**src/verilog/mdsrd_pkg.sv**
```systemverilog
// Constants, types and decode helpers for the motor driver serial register decode
// Operation
// - Every finished transaction of 20 or more clocks writes exactly one of five write-only registers.
// - Target comes from bits 19 and 18, bit 17 only where needed.
// - 00 drive control; 100 chopper; 101 load current; 110 stall; 111 drive config.
// - Step disable set: A polarity 17, A current 16:9, B polarity 8, B current 7:0.
// - Step disable clear: interpolation 9, double edge 8, resolution 3:0, rest zero.
// - Chopper fields: blank, mode, random, decrement, end, start, off time in 16:0.
// - Load fields: min half 15, down 14:13, upper 11:8, up 6:5, lower 3:0.
// - Stall fields: filter 16, threshold 14:8, scale 4:0; others zero.
// - Drive config: test, slopes, short protect, timer, step disable, sense, select.
// - Step disable gates step interface; select picks later response contents.
// - Two-bit select chooses among three response layouts.
// - Bits 19:10 hold position, load value, or load high plus current scale.
// - Bits 7:0 hold eight status flags high to low; bits 9:8 undefined.
// - Chip select rise latches the last 20 shifted bits as the command.
// - MSB first, sample on clock rise, change output after fall, 20 clocks minimum.
// - Step disable set ignores step inputs; clear makes drive control configure them.
package mdsrd_pkg;

  localparam int unsigned CMD_W    = 20;
  localparam int unsigned CUR_W    = 8;
  localparam int unsigned MSR_W    = 4;
  localparam int unsigned RBSEL_W  = 2;
  localparam int unsigned FIELD_W  = 10;
  localparam int unsigned SCALE_W  = 5;
  localparam int unsigned FLAG_W   = 8;
  localparam int unsigned CNT_W    = 5;
  localparam logic [CNT_W-1:0] MIN_CLKS = 5'h14;

  // Address field
  localparam int unsigned ADDR_HI  = 19;
  localparam int unsigned ADDR_LO  = 17;
  localparam int unsigned ADDR_MID = 18;
  localparam logic [1:0] ADDR_CTRL  = 2'h0;
  localparam logic [2:0] ADDR_CHOP  = 3'h4;
  localparam logic [2:0] ADDR_LOAD  = 3'h5;
  localparam logic [2:0] ADDR_STALL = 3'h6;
  localparam logic [2:0] ADDR_DRV   = 3'h7;

  // Bits that each register keeps
  localparam logic [CMD_W-1:0] MASK_CTRL  = 20'h3FFFF;
  localparam logic [CMD_W-1:0] MASK_CHOP  = 20'h1FFFF;
  localparam logic [CMD_W-1:0] MASK_LOAD  = 20'h0EF6F;
  localparam logic [CMD_W-1:0] MASK_STALL = 20'h17F1F;
  localparam logic [CMD_W-1:0] MASK_DRV   = 20'h1F7F0;
  localparam logic [CMD_W-1:0] RST_CFG    = 20'h00000;

  // Field positions
  localparam int unsigned APOL_BIT    = 17;
  localparam int unsigned ACUR_LSB    = 9;
  localparam int unsigned BPOL_BIT    = 8;
  localparam int unsigned BCUR_LSB    = 0;
  localparam int unsigned INTERP_BIT  = 9;
  localparam int unsigned DBLEDGE_BIT = 8;
  localparam int unsigned MSR_LSB     = 0;
  localparam int unsigned STOFF_BIT   = 7;
  localparam int unsigned RBSEL_LSB   = 4;
  localparam int unsigned RSP_HI_LSB = 10;

  // Pin vector {sck, csn, sdi} and its idle value
  localparam int unsigned PIN_SCK  = 2;
  localparam int unsigned PIN_CSN  = 1;
  localparam int unsigned PIN_SDI  = 0;
  localparam logic [2:0]  PIN_IDLE = 3'h2;

  typedef enum logic [1:0] {
    RD_POS  = 2'b00,
    RD_LOAD = 2'b01,
    RD_MIX  = 2'b10,
    RD_RSVD = 2'b11
  } mdsrd_rbsel_e;

  typedef enum logic [2:0] {
    TGT_NONE  = 3'b000,
    TGT_CTRL  = 3'b001,
    TGT_CHOP  = 3'b010,
    TGT_LOAD  = 3'b011,
    TGT_STALL = 3'b100,
    TGT_DRV   = 3'b101
  } mdsrd_tgt_e;

  function automatic mdsrd_tgt_e mdsrd_decode(input logic [CMD_W-1:0] cmd);
    mdsrd_tgt_e t;
    t = TGT_CTRL;
    if (cmd[ADDR_HI:ADDR_MID] != ADDR_CTRL)
    begin
      case (cmd[ADDR_HI:ADDR_LO])
        ADDR_CHOP:  t = TGT_CHOP;
        ADDR_LOAD:  t = TGT_LOAD;
        ADDR_STALL: t = TGT_STALL;
        ADDR_DRV:   t = TGT_DRV;
        default:    t = TGT_CTRL;
      endcase
    end
    return t;
  endfunction

  function automatic logic [CMD_W-1:0] mdsrd_resp(input logic [RBSEL_W-1:0] sel,
                                                  input logic [FIELD_W-1:0] pos,
                                                  input logic [FIELD_W-1:0] load,
                                                  input logic [SCALE_W-1:0] scale,
                                                  input logic [FLAG_W-1:0]  flags);
    logic [FIELD_W-1:0] hi;
    hi = pos;
    case (sel)
      RD_LOAD: hi = load;
      RD_MIX:  hi = {load[FIELD_W-1:SCALE_W], scale};
      default: hi = pos;
    endcase
    return {hi, 2'h0, flags};
  endfunction

endpackage

```
**src/verilog/mdsrd_ser_if.sv**
```systemverilog
// Synchronised serial pin events passed from the pin stage to the shifter
`timescale 1ns/1ps
interface mdsrd_ser_if;
  logic sck_rise;
  logic sck_fall;
  logic cs_fall;
  logic cs_rise;
  logic cs_act;
  logic sdi;
  modport src (output sck_rise, output sck_fall, output cs_fall, output cs_rise,
               output cs_act, output sdi);
  modport dst (input sck_rise, input sck_fall, input cs_fall, input cs_rise,
               input cs_act, input sdi);
endinterface

```
**src/verilog/mdsrd_pin_sync.sv**
```systemverilog
// Two-stage pin synchroniser with edge detection for the serial bus
`timescale 1ns/1ps
module mdsrd_pin_sync
(
  input  wire logic      mclk_i,
  input  wire logic      rst_n_i,
  input  wire logic      en_i,
  input  wire logic      sck_i,
  input  wire logic      csn_i,
  input  wire logic      sdi_i,
  mdsrd_ser_if.src       ser
);
  logic [2:0] s1_r;
  logic [2:0] s2_r;
  logic [2:0] s3_r;
  logic [2:0] s1_nxt;
  logic [2:0] s2_nxt;
  logic [2:0] s3_nxt;

  always_comb
  begin
    s1_nxt = {sck_i, csn_i, sdi_i};
    s2_nxt = s1_r;
    s3_nxt = s2_r;
  end

  always_ff @(posedge mclk_i or negedge rst_n_i)
  begin
    if (!rst_n_i)
    begin
      s1_r <= mdsrd_pkg::PIN_IDLE;
      s2_r <= mdsrd_pkg::PIN_IDLE;
      s3_r <= mdsrd_pkg::PIN_IDLE;
    end
    else if (en_i)
    begin
      s1_r <= s1_nxt;
      s2_r <= s2_nxt;
      s3_r <= s3_nxt;
    end
  end

  // Edges come from the second and third stages only
  assign ser.sck_rise = en_i & s2_r[mdsrd_pkg::PIN_SCK] & ~s3_r[mdsrd_pkg::PIN_SCK];
  assign ser.sck_fall = en_i & ~s2_r[mdsrd_pkg::PIN_SCK] & s3_r[mdsrd_pkg::PIN_SCK];
  assign ser.cs_fall  = en_i & ~s2_r[mdsrd_pkg::PIN_CSN] & s3_r[mdsrd_pkg::PIN_CSN];
  assign ser.cs_rise  = en_i & s2_r[mdsrd_pkg::PIN_CSN] & ~s3_r[mdsrd_pkg::PIN_CSN];
  assign ser.cs_act   = ~s2_r[mdsrd_pkg::PIN_CSN];
  assign ser.sdi      = s2_r[mdsrd_pkg::PIN_SDI];
endmodule

```
**src/verilog/mdsrd_shifter.sv**
```systemverilog
// Serial shift register: response load, command capture and data out
`timescale 1ns/1ps
module mdsrd_shifter
(
  input  wire logic                        mclk_i,
  input  wire logic                        rst_n_i,
  input  wire logic                        en_i,
  mdsrd_ser_if.dst                         ser,
  input  wire logic [mdsrd_pkg::CMD_W-1:0] resp_i,
  output logic      [mdsrd_pkg::CMD_W-1:0] cmd_o,
  output logic                             cmd_valid_o,
  output logic                             sdo_o
);
  logic [mdsrd_pkg::CMD_W-1:0] sh_r;
  logic [mdsrd_pkg::CMD_W-1:0] sh_nxt;
  logic [mdsrd_pkg::CMD_W-1:0] cmd_r;
  logic [mdsrd_pkg::CMD_W-1:0] cmd_nxt;
  logic [mdsrd_pkg::CNT_W-1:0] cnt_r;
  logic [mdsrd_pkg::CNT_W-1:0] cnt_nxt;
  logic                        sdo_r;
  logic                        sdo_nxt;
  logic                        vld_r;
  logic                        vld_nxt;

  always_comb
  begin
    sh_nxt  = sh_r;
    sdo_nxt = sdo_r;
    cmd_nxt = cmd_r;
    cnt_nxt = cnt_r;
    vld_nxt = 1'b0;
    if (ser.cs_fall)
    begin
      sh_nxt  = resp_i;
      sdo_nxt = resp_i[mdsrd_pkg::CMD_W-1];
      cnt_nxt = '0;
    end
    else if (ser.cs_act && ser.sck_rise)
    begin
      sh_nxt = {sh_r[mdsrd_pkg::CMD_W-2:0], ser.sdi};
      if (cnt_r != mdsrd_pkg::MIN_CLKS)
      begin
        cnt_nxt = cnt_r + 5'h01;
      end
    end
    else if (ser.cs_act && ser.sck_fall)
    begin
      sdo_nxt = sh_r[mdsrd_pkg::CMD_W-1];
    end
    // Short transfers are dropped
    if (ser.cs_rise && (cnt_r == mdsrd_pkg::MIN_CLKS))
    begin
      cmd_nxt = sh_r;
      vld_nxt = 1'b1;
    end
  end

  always_ff @(posedge mclk_i or negedge rst_n_i)
  begin
    if (!rst_n_i)
    begin
      sh_r  <= mdsrd_pkg::RST_CFG;
      cmd_r <= mdsrd_pkg::RST_CFG;
      cnt_r <= '0;
      sdo_r <= 1'b0;
      vld_r <= 1'b0;
    end
    else if (en_i)
    begin
      sh_r  <= sh_nxt;
      cmd_r <= cmd_nxt;
      cnt_r <= cnt_nxt;
      sdo_r <= sdo_nxt;
      vld_r <= vld_nxt;
    end
  end

  assign cmd_o       = cmd_r;
  assign cmd_valid_o = vld_r;
  assign sdo_o       = sdo_r;
endmodule

```
**src/verilog/mdsrd_top.sv**
```systemverilog
// Serial command decode into five write-only driver registers and status readback
`timescale 1ns/1ps
module mdsrd_top
(
  input  wire logic                          mclk_i,
  input  wire logic                          rst_n_i,
  input  wire logic                          en_i,
  input  wire logic                          sck_i,
  input  wire logic                          csn_i,
  input  wire logic                          sdi_i,
  output logic                               sdo_o,
  output logic                               sdo_oe_o,
  input  wire logic [mdsrd_pkg::FIELD_W-1:0] microstep_position_i,
  input  wire logic [mdsrd_pkg::FIELD_W-1:0] stall_load_value_i,
  input  wire logic [mdsrd_pkg::SCALE_W-1:0] actual_current_level_i,
  input  wire logic                          standstill_flag_i,
  input  wire logic                          open_load_b_i,
  input  wire logic                          open_load_a_i,
  input  wire logic                          short_to_ground_b_i,
  input  wire logic                          short_to_ground_a_i,
  input  wire logic                          overtemp_warning_i,
  input  wire logic                          overtemp_shutdown_i,
  input  wire logic                          stall_detected_i,
  output logic      [mdsrd_pkg::CMD_W-1:0]   driver_control_o,
  output logic      [mdsrd_pkg::CMD_W-1:0]   chopper_config_o,
  output logic      [mdsrd_pkg::CMD_W-1:0]   load_current_config_o,
  output logic      [mdsrd_pkg::CMD_W-1:0]   stall_current_config_o,
  output logic      [mdsrd_pkg::CMD_W-1:0]   driver_config_o,
  output logic                               step_input_disable_o,
  output logic                               step_dir_enable_o,
  output logic      [mdsrd_pkg::RBSEL_W-1:0] readback_select_o,
  output logic                               coil_a_polarity_o,
  output logic      [mdsrd_pkg::CUR_W-1:0]   coil_a_current_o,
  output logic                               coil_b_polarity_o,
  output logic      [mdsrd_pkg::CUR_W-1:0]   coil_b_current_o,
  output logic                               step_interpolation_o,
  output logic                               double_edge_step_o,
  output logic      [mdsrd_pkg::MSR_W-1:0]   microstep_resolution_o
);

  // ----------------------------------------------------------------
  // Serial front end
  // ----------------------------------------------------------------
  logic [mdsrd_pkg::CMD_W-1:0]  cmd_w;
  logic                         cmd_vld;
  logic [mdsrd_pkg::CMD_W-1:0]  resp_w;
  logic [mdsrd_pkg::FLAG_W-1:0] flags_w;
  logic [mdsrd_pkg::CMD_W-1:0]  drv_r;

  mdsrd_ser_if ser_bus ();

  mdsrd_pin_sync u_sync
  (
    .mclk_i  (mclk_i),
    .rst_n_i (rst_n_i),
    .en_i    (en_i),
    .sck_i   (sck_i),
    .csn_i   (csn_i),
    .sdi_i   (sdi_i),
    .ser     (ser_bus.src)
  );

  mdsrd_shifter u_shift
  (
    .mclk_i      (mclk_i),
    .rst_n_i     (rst_n_i),
    .en_i        (en_i),
    .ser         (ser_bus.dst),
    .resp_i      (resp_w),
    .cmd_o       (cmd_w),
    .cmd_valid_o (cmd_vld),
    .sdo_o       (sdo_o)
  );

  assign sdo_oe_o = ser_bus.cs_act;

  // ----------------------------------------------------------------
  // Response word
  // ----------------------------------------------------------------
  assign flags_w = {standstill_flag_i,
                    open_load_b_i,
                    open_load_a_i,
                    short_to_ground_b_i,
                    short_to_ground_a_i,
                    overtemp_warning_i,
                    overtemp_shutdown_i,
                    stall_detected_i};

  // Layout follows the select field of the stored drive config
  assign resp_w = mdsrd_pkg::mdsrd_resp(
                    drv_r[mdsrd_pkg::RBSEL_LSB +: mdsrd_pkg::RBSEL_W],
                    microstep_position_i,
                    stall_load_value_i,
                    actual_current_level_i,
                    flags_w);

  // ----------------------------------------------------------------
  // Register bank
  // ----------------------------------------------------------------
  logic [mdsrd_pkg::CMD_W-1:0] ctrl_r;
  logic [mdsrd_pkg::CMD_W-1:0] chop_r;
  logic [mdsrd_pkg::CMD_W-1:0] load_r;
  logic [mdsrd_pkg::CMD_W-1:0] stall_r;
  logic [mdsrd_pkg::CMD_W-1:0] ctrl_nxt;
  logic [mdsrd_pkg::CMD_W-1:0] chop_nxt;
  logic [mdsrd_pkg::CMD_W-1:0] load_nxt;
  logic [mdsrd_pkg::CMD_W-1:0] stall_nxt;
  logic [mdsrd_pkg::CMD_W-1:0] drv_nxt;
  mdsrd_pkg::mdsrd_tgt_e       tgt;

  always_comb
  begin
    ctrl_nxt  = ctrl_r;
    chop_nxt  = chop_r;
    load_nxt  = load_r;
    stall_nxt = stall_r;
    drv_nxt   = drv_r;
    tgt       = mdsrd_pkg::TGT_NONE;
    if (cmd_vld)
    begin
      tgt = mdsrd_pkg::mdsrd_decode(cmd_w);
    end
    // Exactly one register takes each command
    case (tgt)
      mdsrd_pkg::TGT_CTRL:  ctrl_nxt  = cmd_w & mdsrd_pkg::MASK_CTRL;
      mdsrd_pkg::TGT_CHOP:  chop_nxt  = cmd_w & mdsrd_pkg::MASK_CHOP;
      mdsrd_pkg::TGT_LOAD:  load_nxt  = cmd_w & mdsrd_pkg::MASK_LOAD;
      mdsrd_pkg::TGT_STALL: stall_nxt = cmd_w & mdsrd_pkg::MASK_STALL;
      mdsrd_pkg::TGT_DRV:   drv_nxt   = cmd_w & mdsrd_pkg::MASK_DRV;
      default:              ctrl_nxt  = ctrl_r;
    endcase
  end

  always_ff @(posedge mclk_i or negedge rst_n_i)
  begin
    if (!rst_n_i)
    begin
      ctrl_r  <= mdsrd_pkg::RST_CFG;
      chop_r  <= mdsrd_pkg::RST_CFG;
      load_r  <= mdsrd_pkg::RST_CFG;
      stall_r <= mdsrd_pkg::RST_CFG;
      drv_r   <= mdsrd_pkg::RST_CFG;
    end
    else if (en_i)
    begin
      ctrl_r  <= ctrl_nxt;
      chop_r  <= chop_nxt;
      load_r  <= load_nxt;
      stall_r <= stall_nxt;
      drv_r   <= drv_nxt;
    end
  end

  assign driver_control_o       = ctrl_r;
  assign chopper_config_o       = chop_r;
  assign load_current_config_o  = load_r;
  assign stall_current_config_o = stall_r;
  assign driver_config_o        = drv_r;

  // ----------------------------------------------------------------
  // Mode-dependent field outputs
  // ----------------------------------------------------------------
  logic                              stoff_r;
  logic                              stoff_nxt;
  logic                              sden_r;
  logic                              sden_nxt;
  logic [mdsrd_pkg::RBSEL_W-1:0]     rbsel_r;
  logic [mdsrd_pkg::RBSEL_W-1:0]     rbsel_nxt;
  logic                              apol_r;
  logic                              apol_nxt;
  logic [mdsrd_pkg::CUR_W-1:0]       acur_r;
  logic [mdsrd_pkg::CUR_W-1:0]       acur_nxt;
  logic                              bpol_r;
  logic                              bpol_nxt;
  logic [mdsrd_pkg::CUR_W-1:0]       bcur_r;
  logic [mdsrd_pkg::CUR_W-1:0]       bcur_nxt;
  logic                              intp_r;
  logic                              intp_nxt;
  logic                              dbl_r;
  logic                              dbl_nxt;
  logic [mdsrd_pkg::MSR_W-1:0]       msr_r;
  logic [mdsrd_pkg::MSR_W-1:0]       msr_nxt;

  always_comb
  begin
    stoff_nxt = drv_r[mdsrd_pkg::STOFF_BIT];
    sden_nxt  = ~drv_r[mdsrd_pkg::STOFF_BIT];
    rbsel_nxt = drv_r[mdsrd_pkg::RBSEL_LSB +: mdsrd_pkg::RBSEL_W];
    apol_nxt  = 1'b0;
    acur_nxt  = '0;
    bpol_nxt  = 1'b0;
    bcur_nxt  = '0;
    intp_nxt  = 1'b0;
    dbl_nxt   = 1'b0;
    msr_nxt   = '0;
    if (drv_r[mdsrd_pkg::STOFF_BIT])
    begin
      // Coils set directly, step inputs ignored
      apol_nxt = ctrl_r[mdsrd_pkg::APOL_BIT];
      acur_nxt = ctrl_r[mdsrd_pkg::ACUR_LSB +: mdsrd_pkg::CUR_W];
      bpol_nxt = ctrl_r[mdsrd_pkg::BPOL_BIT];
      bcur_nxt = ctrl_r[mdsrd_pkg::BCUR_LSB +: mdsrd_pkg::CUR_W];
    end
    else
    begin
      intp_nxt  = ctrl_r[mdsrd_pkg::INTERP_BIT];
      dbl_nxt   = ctrl_r[mdsrd_pkg::DBLEDGE_BIT];
      msr_nxt   = ctrl_r[mdsrd_pkg::MSR_LSB +: mdsrd_pkg::MSR_W];
    end
  end

  always_ff @(posedge mclk_i or negedge rst_n_i)
  begin
    if (!rst_n_i)
    begin
      stoff_r <= 1'b0;
      sden_r  <= 1'b1;
      rbsel_r <= '0;
      apol_r  <= 1'b0;
      acur_r  <= '0;
      bpol_r  <= 1'b0;
      bcur_r  <= '0;
      intp_r  <= 1'b0;
      dbl_r   <= 1'b0;
      msr_r   <= '0;
    end
    else if (en_i)
    begin
      stoff_r <= stoff_nxt;
      sden_r  <= sden_nxt;
      rbsel_r <= rbsel_nxt;
      apol_r  <= apol_nxt;
      acur_r  <= acur_nxt;
      bpol_r  <= bpol_nxt;
      bcur_r  <= bcur_nxt;
      intp_r  <= intp_nxt;
      dbl_r   <= dbl_nxt;
      msr_r   <= msr_nxt;
    end
  end

  assign step_input_disable_o   = stoff_r;
  assign step_dir_enable_o      = sden_r;
  assign readback_select_o      = rbsel_r;
  assign coil_a_polarity_o      = apol_r;
  assign coil_a_current_o       = acur_r;
  assign coil_b_polarity_o      = bpol_r;
  assign coil_b_current_o       = bcur_r;
  assign step_interpolation_o   = intp_r;
  assign double_edge_step_o     = dbl_r;
  assign microstep_resolution_o = msr_r;
endmodule
```
**config.mk**
```make
export PLATFORM = sky130hd
export DESIGN_NAME = mdsrd_top
export DESIGN_NICKNAME = d
export VERILOG_FILES = /design/src/verilog/mdsrd_pkg.sv /design/src/verilog/mdsrd_ser_if.sv /design/src/verilog/mdsrd_pin_sync.sv /design/src/verilog/mdsrd_shifter.sv /design/src/verilog/mdsrd_top.sv
export SDC_FILE = /design/constraint.sdc
export NUM_CORES = 1
export LEC_CHECK = 0
export CAP_MARGIN = 40
export CELL_PAD_IN_SITES_DETAIL_PLACEMENT = 1
export CELL_PAD_IN_SITES_GLOBAL_PLACEMENT = 1
export CORE_UTILIZATION = 35
export DETAILED_ROUTE_END_ITERATION = 10
export DONT_BUFFER_PORTS = 1
export PLACE_DENSITY_LB_ADDON = 0.3
export RECOVER_POWER = 50
export SYNTH_ARGS = -nofsm -noshare
export SYNTH_HDL_FRONTEND = slang
export SYNTH_SLANG_ARGS = --single-unit
```
**constraint.sdc**
```tcl
create_clock -name mclk_i -period 1.82 [get_ports mclk_i]
set_input_delay 0.364 -clock mclk_i [delete_from_list [all_inputs] [get_ports mclk_i]]
set_output_delay 0.364 -clock mclk_i [all_outputs]
set_load 0.02 [all_outputs]
```
Word-level counts from Yosys, hierarchy flattened
Cells that the tools add are included.
{"block": "classes", "mux": 20, "n_eq_ne": 14, "n_addsub": 1, "bitwise_logic": 13, "reduce_logical": 16}
{"cell": "two-way mux 20 bit", "n": 2}
{"cell": "case mux 10 bit (2 select lines)", "n": 1}
{"cell": "equality test 3 bit (second input constant)", "n": 6}
{"cell": "two-way mux 8 bit", "n": 2}
{"cell": "two-way mux 5 bit", "n": 3}
{"cell": "AND reduction 2 bit", "n": 7}
{"cell": "case mux 3 bit (4 select lines)", "n": 1}
{"cell": "bitwise AND 1 bit", "n": 8}
{"cell": "two-way mux 1 bit", "n": 8}
{"cell": "nonzero test 2 bit", "n": 4}
{"cell": "equality test 3 x 2 -> 1 bit (second input constant)", "n": 2}
{"cell": "two-way mux 3 bit", "n": 2}
{"cell": "AND reduction 3 bit", "n": 2}
{"cell": "adder 5 x 1 -> 5 bit (second input constant)", "n": 1}
{"cell": "equality test 5 bit (second input constant)", "n": 1}
{"cell": "!= test 5 bit (second input constant)", "n": 1}
{"cell": "NOT 1 bit", "n": 5}
{"cell": "two-way mux 4 bit", "n": 1}
{"cell": "equality test 3 x 1 -> 1 bit (second input constant)", "n": 1}
{"cell": "logical AND 1 bit", "n": 3}
{"cell": "equality test 2 x 1 -> 1 bit (second input constant)", "n": 1}
{"cell": "equality test 2 bit (second input constant)", "n": 1}
{"cell": "!= test 2 bit (second input constant)", "n": 1}
{"block": "totals", "regBits": 157, "elab_cells": 87, "output_inout_bits": 130, "in_bits": 39}

Longest topological paths before layout
Gate-level depths: netlist of run 1.
{"block": "logic_depth", "word_depth": 7, "ltp_mapped": 7, "mapped_depth_nobuf": 6}

By module
Synthesis of run 1 repeated with hierarchy kept, for this count alone.
{"block": "hier_totals", "hier_cells": 535, "area_unflattened_um2": 6862.8}
{"mod": "mdsrd_top", "seq_area_each_um2": 2528.7, "cells_per_inst": 340, "area_per_inst_um2": 4335.4, "n_inst": 1}
{"mod": "mdsrd_shifter", "seq_area_each_um2": 1176.1, "cells_per_inst": 173, "area_per_inst_um2": 2155.8, "n_inst": 1}
{"mod": "mdsrd_pin_sync", "seq_area_each_um2": 203.9, "cells_per_inst": 22, "area_per_inst_um2": 371.6, "n_inst": 1}

Worst setup path before layout of run 1
Ideal clock, no wire load.
{"block": "synth_timing", "kind": "reg2reg", "start": "register drv_r (netlist bit driver_config_o[4])", "end": "register u_shift.sh_r[12] (netlist bit)", "t_arrival_ps": 1632, "setup_time_ps": 137, "path_slack_ps": 51, "synth_period_minus_slack_ps": 1769, "required_ps": 1683, "stages_incl_launch_ff": 8, "path_cell_list": "dfrtp_1 > inv_1 > ha_1 > clkbuf_1 > clkbuf_1 > nor2_1 > a211oi_1 > a21oi_1"}
{"block": "synth_between", "elab_chain_len": 3, "word_cells_on_any_way": 4}
{"item": "from (decl)", "line_no": "mdsrd_top.sv:48", "text": "logic [mdsrd_pkg::CMD_W-1:0] drv_r;"}
{"item": "from (signal assigned)", "line_no": "mdsrd_top.sv:142", "text": "drv_r <= mdsrd_pkg::RST_CFG;"}
{"item": "from (signal assigned)", "line_no": "mdsrd_top.sv:150", "text": "drv_r <= drv_nxt;"}
{"item": "equality test 2 bit / equality test 2 x 1 -> 1 bit (equally long branches)", "line_no": "mdsrd_pkg.sv:106", "text": "case (sel)"}
{"item": "case mux 10 bit (2 select lines) (*)", "line_no": "mdsrd_pkg.sv:106"}
{"item": "two-way mux 20 bit (*)", "line_no": "mdsrd_shifter.sv:32", "text": "if (ser.cs_fall)"}
{"item": "to (signal assigned)", "line_no": "mdsrd_shifter.sv:62", "text": "sh_r <= mdsrd_pkg::RST_CFG;"}
{"item": "to (signal assigned)", "line_no": "mdsrd_shifter.sv:70", "text": "sh_r <= sh_nxt;"}
{"item": "to (decl)", "line_no": "mdsrd_shifter.sv:14", "text": "logic [mdsrd_pkg::CMD_W-1:0] sh_r;"}
Every way passes the cells marked *; elsewhere a longest branch is shown, timed or not.
A chain may end at the register's enable or synchronous reset.

Final worst setup path of run 1
{"block": "layout_timing", "start": "register u_shift.cnt_r[0] (netlist bit)", "end": "register u_shift.cmd_r (netlist bit u_shift.cmd_o[16])"}
{"block": "layout_between", "elab_chain_len": 3}
{"item": "from (decl)", "line_no": "mdsrd_shifter.sv:18", "text": "logic [mdsrd_pkg::CNT_W-1:0] cnt_r;"}
{"item": "from (signal assigned)", "line_no": "mdsrd_shifter.sv:72", "text": "cnt_r <= cnt_nxt;"}
{"item": "equality test 5 bit", "line_no": "mdsrd_shifter.sv:51", "text": "if (ser.cs_rise && (cnt_r == mdsrd_pkg::MIN_CLKS))"}
{"item": "logical AND 1 bit", "line_no": "mdsrd_shifter.sv:51"}
{"item": "AND reduction 2 bit (no line)"}
{"item": "to (signal assigned)", "line_no": "mdsrd_shifter.sv:63", "text": "cmd_r <= mdsrd_pkg::RST_CFG;"}
{"item": "to (signal assigned)", "line_no": "mdsrd_shifter.sv:71", "text": "cmd_r <= cmd_nxt;"}
{"item": "to (decl)", "line_no": "mdsrd_shifter.sv:16", "text": "logic [mdsrd_pkg::CMD_W-1:0] cmd_r;"}
No other way between the ends.

==> out/metrics.yaml, run 1 <==
outcome: "finished, violations left"
violations: "hold timing"
grt.total_usage: 0.159
synth_flop_cell: "dfrtp_1"
relSlewSlack: 0.256
cp_num_buf_inv: 2
leakage_nw: 3.54
grt_max_degree: 157
die_x_um: 138
synthesis.area_mm2: 0.00647
synth_compound_area_frac: 0.0822
design.core.area_mm2: 0.0180
synth_common_cells: "dfrtp_1 (152), mux2_2 (88), buf_4 (29), nand2_1 (29), a22o_1 (25)"
drive_above_1_share: 0.310
hold_path.class: "in2async"
cts_buffers: 17
cp_cell_sequence: "inv_1 -> ha_1 -> nand4b_1 -> nor3_4 -> buf_12 -> mux2_2"
p_seq_frac: 0.496
finalCritPeriodShare: 0.925
power_frac_comb: 0.062
first_pass_iters: 4
synth_fa_ha_area_frac: 0.00774
vdd_drop_max_v: 0.000730
post_dp_cell_area_mm2: 0.00668
clockRootBuffer: "clkbuf_16"
crit_path_end_kind: "flip-flop"
cp_max_fo: 22
cts.sink_count: 156
setup_ws_ns: 0.137
multiInputGateArea_mm2: 0.00230
slew_violations: 0
avgSynthCellArea_um2: 13.8
max_stage_delay_ns: 0.40
cts_resized: 0
cp_top_family: "flip-flops"
place_congestion: 0.725
hold_viol: 156
setup_viol: 0
htreeDepth: 4
p_sw_mw: 2.03
rsz0062_at_grt: "false"
tightest_slew_ns: 1.11
register_area_mm2: 0.00391
vias: 3693
start_kind: "flip-flop"
power.internal_mw: 5.99
worstSetupPathType: "reg2reg"
pwr_density_cell_mw_per_mm2: 1100
start_util: 0.359
synth_cell_types: 46
num_antenna_cells: 0
clk_path_buf_depth: 2
final_nets: 527
drv_cap: 0
synthSimpleGateAreaFrac: 0.0553
grt_pass1_vias: 3951
ys_warn_count: 0
final_cell_area_mm2: 0.00727
grt_pass1_wl_um: 22300
path_clk_slew_ns: 0.06
fillerInstances: 1873
drt_iter0_drc: 137
whs_ns: -0.365
syn_inst: 468
io_buffers: 0
async_flop_share: 1.00
synth-edff-count: 0
ys_ff_latch: 156
netlist_top_cells_area: "dfrtp_1 (59%), mux2_2 (15%), a22o_1 (3.4%), buf_4 (3.4%), mux2_4 (2.3%)"
min_period_ns: 1.68
cp.arrival_ns: 1.99
cts_tree: "done"
skew_ns: 0.00881
synth_top_area_share: 0.588
ant_nets: 0
cpMaxStageDelayCell: "dfrtp_1"
dp_hpwl_um: 10400
ios: 169
yosysMostFrequentCell: "dfrtp_1"
netSwitchingFraction: 0.253
netlist.top_cell.by_area: "dfrtp_1"
dp_cells: 692
pwr-share-clk: 0.441
clk_latency_ns: 0.42
rows: 49
die_h_um: 138
post_drt_wl_per_cell_um: 20.4
synth-xor-area-share: 0.00406
synthMuxAreaShare: 0.189
areaGrowthSynthToFinish_pct: 12.4
drt-total-wl_um: 14800
gr-total-overflow: 0
fmax_ghz: 0.594
synth_top_family_by_area: "multiplexers"
worstPathRequired_ns: 2.12
antenna_found_initial: 0
route.detailed.drc: 0
fin_setup_tns_ns: 0
dpl_worst_slack_ns: 0.0797
final-instance-count-excl-fill: 726
dieArea_mm2: 0.0190
yosysSeqAreaShare: 0.604
vias_per_cell: 5.09
## worst register-to-register path, delay by kind of cell, from the launching register on
family | cells | cell delay (ns)
DFF | 1 | 0.40
and+or+nand+nor | 2 | 0.36
muxes | 1 | 0.35
buffers and inverters | 2 | 0.29
adders and majority gates | 1 | 0.16
## cells by family (layout without fill, tap and decap cells)
kind of cell | after synthesis | in the layout
buffers and inverters | 58 | 61
multiplexers | 106 | 106
XOR/XNOR | 3 | 3
AND/OR/NAND/NOR | 68 | 68
adder cells (fa/ha/maj) | 4 | 4
flip-flops | 156 | 156
AO/OA/AOI/OAI | 72 | 72
other | 1 | 27
## sequential cells by signal, indices dropped and copies added, names as in the netlist
signal / flops
chopper_config_o: 17
coil_a_current_o: 8
coil_a_polarity_o: 1
coil_b_current_o: 8
coil_b_polarity_o: 1
double_edge_step_o: 1
driver_config_o: 12
driver_control_o: 18
load_current_config_o: 13
microstep_resolution_o: 4
readback_select_o: 2
stall_current_config_o: 13
step_dir_enable_o: 1
step_input_disable_o: 1
step_interpolation_o: 1
u_shift.cmd_o: 20
u_shift.cmd_valid_o: 1
u_shift.cnt_r: 5
u_shift.sdo_o: 1
u_shift.sh_r: 20
u_sync.s1_r: 3
u_sync.s2_r: 3
u_sync.s3_r: 2
## layout make-up
cell class	instances	share of cell area
flip-flops and latches	156	0.538
well taps	229	0.0394
inverters	8	0.00413
clock buffers	17	0.0585
multi-input cells	280	0.316
clock inverters	15	0.0224
repair buffers	21	0.0222
## power groups by stage
stage	clock network [mW]	logic, mW	registers (mW)
after global routing	3.75	0.568	4.01
after CTS	3.63	0.509	3.98
after floorplan	0	0.462	3.94
after global placement	0	0.472	4.03
after detailed placement	0	0.503	4.04
final	3.54	0.501	3.98
## placed cells by master, fill, tap and decap left out, types with 6 or more instances in the layout
master     synthesis  final
a21oi_1           12     12
a22oi_1           13     13
clkbuf_16          0     17
dfrtp_1          152    152
inv_1              7      7
nor2_1            12     12
mux2_2            88     88
conb_1             1     27
mux2i_1            7      7
nand2_1           29     29
buf_4             29     14
a211oi_1           6      6
a22o_1            25     25
o21ai_0            7      7
mux2_4            10     10
## layer usage
metal / track usage / wire, µm / up-vias
li1: - / - / 1653
met1: 0.208 / 6730 / 1912
met2: 0.248 / 7000 / 115
met3: 0.0486 / 892 / 13
met4: 0.0580 / 181 / 0
met5: 0 / 0 / -
## final timing paths
kind / depth (start not counted) / start / endpoint / slack, ns
min in group mclk_i: 2 / overtemp_warning_i / u_shift.sh_r[2]$_DFFE_PN0P_ / 0.05
max in group asynchronous: 0 / rst_n_i / u_sync.s1_r[1]$_DFFE_PN1P_ / 1.94
setup / recovery: 6 / u_shift.cnt_r[0]$_DFFE_PN0P_ / u_shift.cmd_o[16]$_DFFE_PN0P_ / 0.14
hold / removal: 0 / rst_n_i / load_current_config_o[11]$_DFFE_PN0P_ / -0.37
hold reg to reg: 2 / u_sync.s1_r[1]$_DFFE_PN1P_ / u_sync.s2_r[1]$_DFFE_PN1P_ / 0.49
setup reg to reg: 6 / u_shift.cnt_r[0]$_DFFE_PN0P_ / u_shift.cmd_o[16]$_DFFE_PN0P_ / 0.14
## repair_timing
item | 4_1_cts | 5_1_grt
endpoints found under the hold margin | 157 | 157
buffers inserted | 0 | 0
setup endpoints to repair | 0 | 1
hold buffers | 1 | 1
## per-stage QoR
stage                     utilization  total power, mW
after floorplan                     -             4.40
after global placement          0.370             4.50
after detailed placement        0.370             4.54
after CTS                       0.404             8.12
after global routing            0.403             8.33
final                           0.403             8.02
(Power assumes the default switching activity.)
==> run 2: changes to the inputs <==
- SYNTH_HIERARCHICAL: not set -> 1
==> run 2 against run 1 <==
Net effect: the run still ends with hold timing left; synthesized cell count grew 14%; flip-flop and latch count is the same; synthesized area rose by 6.1%; non-clock buffer count fell by 1; worst hold slack improved by 0.0041 ns; critical path depth did not move; sequential share of layout area decreased by 3.1 points.
==> out/metrics.yaml, run 2 <==
outcome: "finished, violations left"
netSwitchingFraction: 0.237  # -0.0160
synth_common_cells: "dfrtp_1 (152), mux2_2 (69), o21ai_0 (56)"
drive_above_1_share: 0.293  # -0.0170
clk_latency_ns: 0.42  # about the same
cts_buffers: 17  # unchanged
post_drt_wl_per_cell_um: 18.9  # -7.1%
final_cell_mix: "dfrtp_1 (150), mux2_2 (69), o21ai_0 (54)"
finalCritPeriodShare: 0.965  # +0.0402
grt_pass1_vias: 4193  # +6.1%
clockRootBuffer: "clkbuf_16"
ys_ff_latch: 156  # unchanged
htreeDepth: 4  # unchanged
worstSetupPathType: "reg2reg"
register_area_mm2: 0.00391  # about the same
drt_iter0_drc: 175  # +28%
multiInputGateArea_mm2: 0.00254  # +11%
gr-total-overflow: 0  # unchanged
grt_pass1_wl_um: 24600  # +10%
yosysSeqAreaShare: 0.570  # -0.0347
final_common_cell: "dfrtp_1"
ios: 169  # unchanged
antenna_found_initial: 0  # unchanged
io_buffers: 0  # unchanged
synth-edff-count: 0  # unchanged
fin_setup_tns_ns: 0  # unchanged
crit_path_end_kind: "flip-flop"
first_pass_iters: 5  # +1
cts.sink_count: 156  # unchanged
power_frac_comb: 0.072  # +0.010
final_nets: 591  # +12%
place_congestion: 0.752  # +3.8%
die_h_um: 142  # +3.0%
min_period_ns: 1.76  # +0.0732 ns
cp.arrival_ns: 2.06  # +0.07 ns
netlist_top_cells_area: "dfrtp_1 (55%), mux2_2 (11%), mux2_4 (7.7%), o21ai_0 (4.1%), buf_4 (3.3%)"
syn_inst: 535  # +14%
path_clk_slew_ns: 0.06  # about the same
ys_warn_count: 6  # +6
grt.total_usage: 0.161  # +0.00205
yosysMostFrequentCell: "dfrtp_1"
cts_setup_buffers: 0  # unchanged
slew_violations: 0  # unchanged
fmax_ghz: 0.569  # -4.2%
cp_max_fo: 8  # -64%
design.core.area_mm2: 0.0190  # +5.2%
die_x_um: 142  # +3.0%
violations: "hold timing"
netlist.top_cell.by_area: "dfrtp_1"
dieArea_mm2: 0.0202  # +6.0%
leakage_nw: 3.63  # +2.5%
pwr_density_cell_mw_per_mm2: 1070  # -2.6%
vdd_drop_max_v: 0.000634  # -13%
cts_tree: "done"
ant_nets: 0  # unchanged
route.detailed.drc: 0  # unchanged
async_flop_share: 1.00  # unchanged
synthesis.area_mm2: 0.00686  # +6.1%
fillerInstances: 1984  # +5.9%
fin_util: 0.407  # +0.00362
p_sw_mw: 1.96  # -3.2%
hold_viol: 156  # unchanged
skew_ns: 0.00884  # +0.0000359 ns
synth_cell_types: 44  # -4.3%
synth_top_area_share: 0.554  # -0.0338
vias_per_cell: 4.86  # -4.4%
drv_cap: 0  # unchanged
start_kind: "flip-flop"
clk_path_buf_depth: 2  # unchanged
synth_flop_cell: "dfrtp_1"
dp_hpwl_um: 10900  # +5.2%
total_power_mw: 8.28  # +3.3%
vias: 3989  # +8.0%
grt_max_degree: 157  # unchanged
whs_ns: -0.361  # +0.00405 ns
areaGrowthSynthToFinish_pct: 12.4  # about the same
p_seq_frac: 0.483  # -0.013
pwr-share-clk: 0.446  # +0.005
hold_path.class: "in2async"
avgSynthCellArea_um2: 12.8  # -7.2%
setup_viol: 0  # unchanged
rows: 50  # +2.0%
drt-total-wl_um: 15500  # +4.9%
power.internal_mw: 6.32  # +5.5%
rsz0062_at_grt: "false"
worstPathRequired_ns: 2.12  # about the same
start_util: 0.362  # +0.00317
num_antenna_cells: 0  # unchanged
==> run 2: changes by cell type in the layout (fill, tap and decap cells not counted), moves of 10 or more <==
cell / delta
nand2_1: +10
mux2_4: +21
o21ai_0: +47
inv_1: +24
mux2_2: -19
nand3_1: +16
mux2i_1: +14
a22o_1: -24
==> run 2: metal layers <==
layer  track usage  wire length [µm]  part of all wire
met1         0.212              7120              0.46
met2         0.255              7310              0.47
met3        0.0434               898             0.058
met4        0.0583               207             0.013
met5             0                 0                 0
==> run 2: worst max-delay path: stages (launching register included) <==
cell and delay, ns:
dfrtp_1 0.43, inv_1 0.08, ha_1 0.16, and4_1 0.21, and3_4 0.27, buf_12 0.15, mux2_2 0.33
==> run 2: path summary, 6_finish.rpt <==
path                                                    from                             to  slack (ns)  cells after the start
min in group mclk_i                                     en_i  step_dir_enable_o$_DFFE_PN1P_        0.06                      1
worst max-delay path            u_shift/cnt_r[0]$_DFFE_PN0P_  u_shift/cmd_o[11]$_DFFE_PN0P_        0.06                      6
worst min-delay path                                 rst_n_i    u_shift/sh_r[9]$_DFFE_PN0P_       -0.36                      0
max in group asynchronous                            rst_n_i  step_dir_enable_o$_DFFE_PN1P_        1.86                      0
worst max register to register  u_shift/cnt_r[0]$_DFFE_PN0P_  u_shift/cmd_o[11]$_DFFE_PN0P_        0.06                      6
worst min register to register    u_sync/s2_r[0]$_DFFE_PN0P_     u_sync/s2_r[0]$_DFFE_PN0P_        0.49                      1
==> run 2: power groups by stage <==
stage / combinational [mW] / clock (mW) / sequential (mW)
global placement: 0.557 / 0 / 4.03
detailed placement: 0.593 / 0 / 4.06
global route: 0.675 / 3.96 / 4.03
finish: 0.594 / 3.69 / 4.00
CTS: 0.606 / 3.81 / 4.00
floorplan: 0.550 / 0 / 3.96
==> run 2: layout make-up <==
class / instances / share of cell area
clock buffer: 20 / 0.0579
clock inverter: 11 / 0.0217
inverter: 32 / 0.0156
multi-input combinational: 321 / 0.330
sequential: 156 / 0.507
tap: 260 / 0.0422
timing repair buffer: 20 / 0.0259
==> run 2: logic make-up (layout without fill, tap and decap cells) <==
| group | after synthesis | count (layout) | share of synthesized area |
|---|---|---|---|
| DFF | 156 | 156 | 0.570 |
| muxes | 126 | 126 | 0.222 |
| buffers and inverters | 86 | 83 | 0.0733 |
| other | 1 | 29 | 0.000546 |
| and+or+nand+nor | 91 | 91 | 0.0709 |
| adders and majority gates | 4 | 4 | 0.00729 |
| AOI/OAI and AO/OA | 71 | 71 | 0.0563 |
==> run 2: metrics by stage <==
stage / cell area, µm² / setup slack (ns) / hold slack, ns / std cells
after floorplan: 6970 / 0.0714 / 0.0684 / 563
after global placement: 7110 / 0.0228 / 0.0796 / 789
after detailed placement: 7110 / 0.0109 / 0.0771 / 789
after CTS: 7730 / 0.0238 / -0.377 / 820
after global routing: 7710 / 0.000528 / -0.383 / 820
final: 7710 / 0.0638 / -0.361 / 820
==> run 2: what timing repair did <==
item                                    4_1_cts  5_1_grt
endpoints found under the setup margin        2        8
pin swaps                                     0        1
resized for setup                             1        5
hold endpoints to repair                    156      156
